$ cat config.mk
export PLATFORM = sky130hd
export DESIGN_NAME = dtc_toggle_thermal
export DESIGN_NICKNAME = d
export VERILOG_FILES = /design/src/hw/dtc_toggle_thermal.v
export VERILOG_INCLUDE_DIRS = /design/src /design/src/hw
export SDC_FILE = /design/constraint.sdc
export NUM_CORES = 2
export LEC_CHECK = 0
export CORE_MARGIN = 4
export CORE_UTILIZATION = 68
export DETAILED_ROUTE_END_ITERATION = 10
export DONT_BUFFER_PORTS = 1
export PLACE_DENSITY = 0.85
export SETUP_SLACK_MARGIN = 0.2
export SLEW_MARGIN = 40
export SYNTH_ARGS = -nofsm -noshare
export SYNTH_HDL_FRONTEND = slang
export SYNTH_SLANG_ARGS = --single-unit
$ cat constraint.sdc
create_clock -name CLK -period 6.2 [get_ports CLK]
set_input_delay 0.31 -clock CLK [delete_from_list [all_inputs] [get_ports CLK]]
set_output_delay 0.31 -clock CLK [all_outputs]
set_load 0.005 [all_outputs]
$ cat src/hw/dtc_map.vh
/*
 * Register offsets, field positions, command codes and reset values of the
 * toggle and thermal control block.
 * Assumes a 32-bit AHB-Lite bus with word-aligned single transfers.
 */
`ifndef DTC_MAP_VH
`define DTC_MAP_VH

// Byte offsets of the registers.
`define DTC_OFS_CMD       8'h00
`define DTC_OFS_CTRL      8'h04
`define DTC_OFS_STATUS    8'h08
`define DTC_OFS_PWRUP     8'h0C

// Command word fields.
`define DTC_CMD_DATA_MSB  13
`define DTC_CMD_ADDR_LSB  16
`define DTC_CMD_ADDR_MSB  20
`define DTC_CMD_SEL_LO    21
`define DTC_CMD_SEL_HI    22

// Register-select codes and the control-register channel address.
`define DTC_SEL_SPECIAL   2'b00
`define DTC_SEL_B         2'b10
`define DTC_SEL_A         2'b11
`define DTC_CTRL_ADDR     5'h0C

// Control register fields.
`define DTC_CTRL_TOG_LSB  2
`define DTC_CTRL_TOG_MSB  5
`define DTC_CTRL_THERM    8
`define DTC_CTRL_RST      14'h0000

// Status register fields.
`define DTC_ST_LATCHED    0
`define DTC_ST_HOT        1

// Bit of the power-up register that requests a soft power-up.
`define DTC_PWRUP_BIT     0

// Idle images of the pin synchronisers: strobe pin high, no overheat.
`define DTC_LDN_IDLE      3'h7
`define DTC_HOT_IDLE      2'h0

// Reset value of every data register.
`define DTC_DATA_RST      14'h0000

`endif

$ cat src/hw/dtc_toggle_thermal.v
/*
 * Toggle-mode output selection and thermal shutdown control of a
 * 32-channel DAC, with an AHB-Lite register slave.
 * Assumes the over-temperature comparator and the load strobe pin are
 * asynchronous, and that the bus is the only master of the registers.
 */
//
// Overview of operation
// [RQ1] Select 00, address 01100 writes control
// [RQ2] Control bits five to two enable toggle groups
// [RQ3] Each of 32 channels has A, B
// [RQ4] B writes ignored unless group toggles
// [RQ5] Host enables, loads A, B, then strobes
// [RQ6] First strobe shows A, then alternate
// [RQ7] Strobe rate alone sets square frequency
// [RQ8] After disable, next strobe shows A
// [RQ9] Protection active only with bit eight set
// [RQ10] Overheat powers down all output amplifiers
// [RQ11] Stays down until cool power-up or disable
// [RQ12] Lowest toggle bit covers channels zero-seven
// [RQ13] Shutdown latch held until power-up/disable
`timescale 1ns/1ps
`include "dtc_map.vh"

module dtc_toggle_thermal
(
    input  wire         CLK,
    input  wire         SYS_RST,
    input  wire         HSEL,
    input  wire [7:0]   HADDR,
    input  wire [1:0]   HTRANS,
    input  wire         HWRITE,
    input  wire [2:0]   HSIZE,
    input  wire [31:0]  HWDATA,
    input  wire         HREADY,
    output reg  [31:0]  HRDATA,
    output reg          HREADYOUT,
    output reg          HRESP,
    input  wire         OUTPUT_LOAD_STROBE_N,
    input  wire         OVER_TEMP,
    output reg  [447:0] DAC_CODE,
    output reg          AMP_PD
);

    ////////////////////////////////////////////////////////////////////////
    // Declarations.

    reg  [13:0] a_mem [0:31];      // A data register of each channel.
    reg  [13:0] b_mem [0:31];      // B data register of each channel.
    reg  [13:0] ctrl_q;            // Control register image.
    reg         latched_q;         // Thermal shutdown latch.
    reg  [3:0]  primed_q;          // Group has seen its first strobe.
    reg  [3:0]  src_b_q;           // Group currently shows its B data.
    reg         wr_pend_q;         // A write data phase is due.
    reg  [7:0]  wr_addr_q;         // Address captured for that write.
    reg  [2:0]  ldn_sync_q;        // Strobe synchroniser and edge history.
    reg  [1:0]  hot_sync_q;        // Over-temperature synchroniser.
    reg         pwrup_q;           // One-cycle soft power-up request.
    wire        hot;               // Synchronised over-temperature level.
    wire        strobe;            // One-cycle load strobe event.
    wire        therm_en;          // Protection enable bit.
    wire [3:0]  tog_en;            // Toggle enable per group of eight.
    wire        addr_ph;           // Valid address phase this cycle.
    wire [1:0]  cmd_sel;           // Register select of a command word.
    wire [4:0]  cmd_addr;          // Channel address of a command word.
    wire [13:0] cmd_data;          // Data field of a command word.
    integer     i;                 // Loop index for the data arrays.

    assign hot      = hot_sync_q[1];
    assign strobe   = ~ldn_sync_q[1] & ldn_sync_q[2];
    assign therm_en = ctrl_q[`DTC_CTRL_THERM];
    assign tog_en   = ctrl_q[`DTC_CTRL_TOG_MSB:`DTC_CTRL_TOG_LSB]; // RQ2
    assign addr_ph  = HSEL & HTRANS[1] & HREADY;
    assign cmd_sel  = {HWDATA[`DTC_CMD_SEL_HI], HWDATA[`DTC_CMD_SEL_LO]};
    assign cmd_addr = HWDATA[`DTC_CMD_ADDR_MSB:`DTC_CMD_ADDR_LSB];
    assign cmd_data = HWDATA[`DTC_CMD_DATA_MSB:0];

    // Toggle enable of the group that holds a channel; used by the B write
    // gate and by the per-channel output selection.
    function group_en;
        input [3:0] en;
        input [4:0] ch;
        begin
            group_en = en[ch[4:3]]; // RQ12
        end
    endfunction

    ////////////////////////////////////////////////////////////////////////
    // Input synchronisers. The first stage is read only by the second.

    // The strobe edge is taken between stages two and three, never stage one.
    always @(posedge CLK)
    begin
        if (SYS_RST)
        begin
            ldn_sync_q <= `DTC_LDN_IDLE;
            hot_sync_q <= `DTC_HOT_IDLE;
        end
        else
        begin
            ldn_sync_q <= {ldn_sync_q[1:0], OUTPUT_LOAD_STROBE_N};
            hot_sync_q <= {hot_sync_q[0], OVER_TEMP};
        end
    end

    ////////////////////////////////////////////////////////////////////////
    // AHB-Lite slave: address phase capture and read data.

    // Reads are answered with zero wait states: the read word is registered
    // at the address phase edge so it stands for the whole data phase.
    always @(posedge CLK)
    begin
        if (SYS_RST)
        begin
            wr_pend_q <= 1'b0;
            wr_addr_q <= 8'h00;
            HRDATA    <= 32'h00000000;
            HREADYOUT <= 1'b0;
            HRESP     <= 1'b0;
        end
        else
        begin
            HREADYOUT <= 1'b1;
            HRESP     <= 1'b0;
            wr_pend_q <= addr_ph & HWRITE;
            wr_addr_q <= HADDR;
            if (addr_ph && !HWRITE && HADDR == `DTC_OFS_CTRL)
            begin
                // Control register image in the low bits.
                HRDATA <= {18'h00000, ctrl_q};
            end
            else if (addr_ph && !HWRITE && HADDR == `DTC_OFS_STATUS)
            begin
                // Latch, live temperature flag and amplifier state.
                HRDATA <= {29'h00000000, AMP_PD, hot, latched_q};
            end
            else
            begin
                // Unmapped and write-only offsets read as zero.
                HRDATA <= 32'h00000000;
            end
        end
    end

    ////////////////////////////////////////////////////////////////////////
    // Command decode: control and data register writes.

    // The command word mimics the device's serial word: select bits, a
    // channel address and a 14-bit data field.
    always @(posedge CLK)
    begin
        if (SYS_RST)
        begin
            ctrl_q  <= `DTC_CTRL_RST;
            pwrup_q <= 1'b0;
            for (i = 0; i < 32; i = i + 1)
            begin
                a_mem[i] <= `DTC_DATA_RST; // RQ3
                b_mem[i] <= `DTC_DATA_RST;
            end
        end
        else
        begin
            pwrup_q <= wr_pend_q & (wr_addr_q == `DTC_OFS_PWRUP) & HWDATA[`DTC_PWRUP_BIT];
            if (wr_pend_q && wr_addr_q == `DTC_OFS_CMD)
            begin
                if (cmd_sel == `DTC_SEL_SPECIAL && cmd_addr == `DTC_CTRL_ADDR)
                begin
                    ctrl_q <= cmd_data; // RQ1
                end
                else if (cmd_sel == `DTC_SEL_A)
                begin
                    a_mem[cmd_addr] <= cmd_data; // RQ3
                end
                else if (cmd_sel == `DTC_SEL_B && group_en(tog_en, cmd_addr))
                begin
                    b_mem[cmd_addr] <= cmd_data; // RQ4
                end
            end
            else if (wr_pend_q && wr_addr_q == `DTC_OFS_CTRL)
            begin
                // Direct access to the same control register.
                ctrl_q <= HWDATA[13:0];
            end
        end
    end

    ////////////////////////////////////////////////////////////////////////
    // Toggle state per group of eight channels.

    genvar g;
    generate
        for (g = 0; g < 4; g = g + 1)
        begin : grp
            // A disabled group loses its priming at once, so a later
            // re-enable starts again from the A data.
            always @(posedge CLK)
            begin
                if (SYS_RST)
                begin
                    primed_q[g] <= 1'b0;
                    src_b_q[g]  <= 1'b0;
                end
                else if (!tog_en[g])
                begin
                    primed_q[g] <= 1'b0;
                    if (strobe)
                    begin
                        src_b_q[g] <= 1'b0; // RQ8
                    end
                end
                else if (strobe)
                begin
                    primed_q[g] <= 1'b1;
                    src_b_q[g]  <= primed_q[g] & ~src_b_q[g]; // RQ6
                end
            end
        end
    endgenerate

    ////////////////////////////////////////////////////////////////////////
    // Output codes, updated only on a load strobe.

    // No internal timer exists: each strobe makes exactly one update.
    genvar c;
    generate
        for (c = 0; c < 32; c = c + 1)
        begin : chn
            // Channel number as a five-bit constant for the group lookup.
            localparam [4:0] CH = c;

            always @(posedge CLK)
            begin
                if (SYS_RST)
                begin
                    DAC_CODE[c*14 +: 14] <= `DTC_DATA_RST;
                end
                else if (strobe)
                begin
                    // Next source mirrors the group state update above.
                    if (group_en(tog_en, CH) && primed_q[c/8] && !src_b_q[c/8])
                    begin
                        DAC_CODE[c*14 +: 14] <= b_mem[c]; // RQ6
                    end
                    else
                    begin
                        DAC_CODE[c*14 +: 14] <= a_mem[c]; // RQ8
                    end
                end
            end
        end
    endgenerate

    ////////////////////////////////////////////////////////////////////////
    // Thermal shutdown latch.

    // Setting wins over a power-up in the same cycle, so a cool-down request
    // while still hot never releases the amplifiers.
    always @(posedge CLK)
    begin
        if (SYS_RST)
        begin
            latched_q <= 1'b0;
            AMP_PD    <= 1'b0;
        end
        else
        begin
            if (therm_en && hot)
            begin
                latched_q <= 1'b1; // RQ10
            end
            else if (!therm_en || pwrup_q)
            begin
                latched_q <= 1'b0; // RQ11
            end
            AMP_PD <= (therm_en & hot) | (latched_q & therm_en & ~pwrup_q); // RQ9 RQ13
        end
    end

endmodule // dtc_toggle_thermal

==> results.toml <==
[cells_and_area]
fillCellCount = 4280
areaGrowthSynthToFinish_pct = 12.4
layout-drive-gt1-share_pct = 7.84
fin_util_pct = 77.2
final_cell_mix = "nor2_1 (1352), edfxtp_1 (896), dfxtp_1 (502), mux2i_1 (462), a211oi_1 (448)"
layout.nets = 4366
layoutNonFillerInstCount = 5471
final_common_cell = "nor2_1"

[synth]
synth.top_cells.by_area = "edfxtp_1 (51%), dfxtp_1 (19%), nor2_1 (9.5%)"
synth_top_area_share_pct = 50.6
syn_avg_cell_area_um2 = 12.3
yosys_most_used_dff = "edfxtp_1"
synthDistinctLibCells = 41
synth_edf_count = 896
ys_warn_count = 0
yosysSeqAreaShare_pct = 69.5
netlist.top_cell.by_area = "edfxtp_1"
ys_async_sr_fraction_pct = 0
synthCells = 4318
ys_ff_latch = 1398
syn_area_um2 = 53200

[detailed_routing]
wirelength_um = 150000
detail-route-antenna-nets = 0
drc = 0
drtPass1Iterations = 6
dr.first_iter.drc_count = 4187
via_per_inst = 6.41
vias = 35100
wl_per_cell_um = 27.4

[flow_run]
maxCapViolCount = 0

[clocking]
clk_latency_ns = 0.75
clock-root-buffer = "clkbuf_16"
tritoncts = "done"
cts_resized = 0
clockBufferDepth = 3
cts_hold_buf = 149
cts_setup_buffers = 0
numCtsBuffers = 135
clk_pin_slew_ns = 0.07
cts_sinks = 1398
h-tree-depth = 4

[timing]
slew_headroom_pct = 40.5
fin_crit_sh_pct = 55.9
fin_crit_ns = 3.47
tns_ns = 0
clock_skew_ns = 0.0446
finalSetupViolCount = 0
drv_slew = 0
fmax_mhz = 288
rsz0062_at_grt = "false"
final_hold_viol_count = 0
tightestPinTransition_ns = 0.891
finalWorstSetupSlack_ns = 2.73

[placement]
numPortBuffers = 0
gp_congestion = 0.835
dpl_worst_slack_ns = 2.90
hpwlAfterDp_um = 87300
dp_cells = 5063

[grt]
grt_pass1_vias = 34400
grt_pass1_wl_um = 219000
groute.usage.overall_pct = 35.9
grt_overflow = 0
grt_max_degree = 341
antenna_found_initial = 5

[critical_path]
cp_data_required_time_ns = 6.64
endpoint_kind = "register"
cp.arrival_ns = 3.91
path_max_fanout = 45
critPathLaunchType = "register"
rrSetupSlack_ns = 2.73
worstSetupPathType = "register to register"

[power]
cellLeakagePower_nw = 23.4
ir_drop_mv = 0.251
p_int_w = 0.0150
pwr-share-seq_pct = 53.7
powerDensity_nw_per_um2 = 324
clkPwrFrac_pct = 42.1
switchingPower_w = 0.00438
switching_share_pct = 22.6
comb_power_share_pct = 4.2

[floorplanning]
rows = 102
initial_core_util_pct = 68.7
die_x_um = 288
core_area_um2 = 77500
die_y_um = 288
top_level_ports = 535
dieArea_um2 = 82800

[status]
status = "complete, no violations"

[worst_hold_path]
hold_path_class = "input port to register"
==> cell usage after synthesis (2+ instances only) <==
| cell type | number |
|---|---|
| nand2b_1 | 3 |
| nand4_1 | 4 |
| o21ai_1 | 31 |
| nand3_2 | 3 |
| and2_1 | 27 |
| dfxtp_1 | 502 |
| nand2_1 | 88 |
| or2_2 | 5 |
| buf_2 | 95 |
| buf_4 | 35 |
| buf_1 | 8 |
| and3_1 | 2 |
| a41o_1 | 5 |
| buf_6 | 2 |
| edfxtp_1 | 896 |
| a22o_1 | 3 |
| nor3b_1 | 4 |
| clkbuf_1 | 264 |
| nor2_1 | 1352 |
| o21ai_0 | 21 |
| nand3_1 | 8 |
| a211oi_1 | 448 |
| a21oi_1 | 5 |
| nor2b_1 | 16 |
| a31o_1 | 6 |
| inv_1 | 2 |
| mux2i_1 | 462 |
| nand3b_1 | 4 |
| nor3_1 | 3 |
| and4_1 | 3 |
==> worst paths after layout <==
check                 from       endpoint  cells past startpoint
max           wr_addr_q[5]   a_mem[10][3]                      6
min               HADDR[6]      HRDATA[4]                      4
max reg2reg   wr_addr_q[5]   a_mem[10][3]                      6
min reg2reg  ldn_sync_q[0]  ldn_sync_q[1]                      1
==> stage by stage <==
stage | total power [W] | hold slack [ns] | cell area (um2)
detailed placement | 0.0113 | 0.398 | 53700
CTS | 0.0193 | 0.0157 | 59600
global placement | 0.0112 | 0.394 | 53500
floorplan | 0.0110 | 0.389 | 53300
finish | 0.0194 | 0.0743 | 59800
global route | 0.0199 | 0.0509 | 59800
==> logic make-up (layout without fill, tap and decap cells) <==
kind of cell,after synthesis,in the layout,share of synthesized area [%]
flip-flops,1398,1398,69.5
other,1,23,0.00705
buffers and inverters,407,498,3.37
AO/OA/AOI/OAI,520,520,7.12
multiplexers,463,463,8.74
AND/OR/NAND/NOR,1529,1529,11.3
==> final cells by class <==
class,instances,area [um2],area share [%]
Sequential cell,1398,37000,61.8
Clock inverter,60,518,0.866
Timing Repair Buffer,245,2450,4.11
Antenna cell,4,10.0,0.0167
Inverter,3,13.8,0.0230
Clock buffer,190,3880,6.49
Multi-Input combinational cell,2531,14600,24.5
Tap cell,1040,1300,2.18
==> state kept, by name, indices dropped and copies added, names as in the netlist <==
signal      flops
AMP_PD          1
DAC_CODE      448
HRDATA         14
HREADYOUT       1
a_mem         448
b_mem         448
ctrl_q         14
hot_sync_q      2
latched_q       1
ldn_sync_q      3
primed_q        4
pwrup_q         1
src_b_q         4
wr_addr_q       8
wr_pend_q       1
==> critical path, cell delays in order (launching register included) <==
cell and delay, ns:
dfxtp_1 0.31, nor4_2 0.44, and4_1 0.60, nand2_2 0.43
buf_4 0.46, o21ai_1 0.53, buf_4 0.33
==> power by group through the flow <==
stage	clock network, W	registers (W)	logic, W
floorplan	0	0.0105	0.000504
global placement	0	0.0106	0.000625
detailed placement	0	0.0106	0.000657
global route	0.00855	0.0104	0.000870
finish	0.00816	0.0104	0.000808
CTS	0.00811	0.0104	0.000777
==> per-layer routing <==
metal	track usage, %	routed length (um)
met3	12.0	19600
met1	43.1	49700
met2	56.9	70700
met4	20.9	10200
met5	0	44
(Power assumes the default switching activity.)
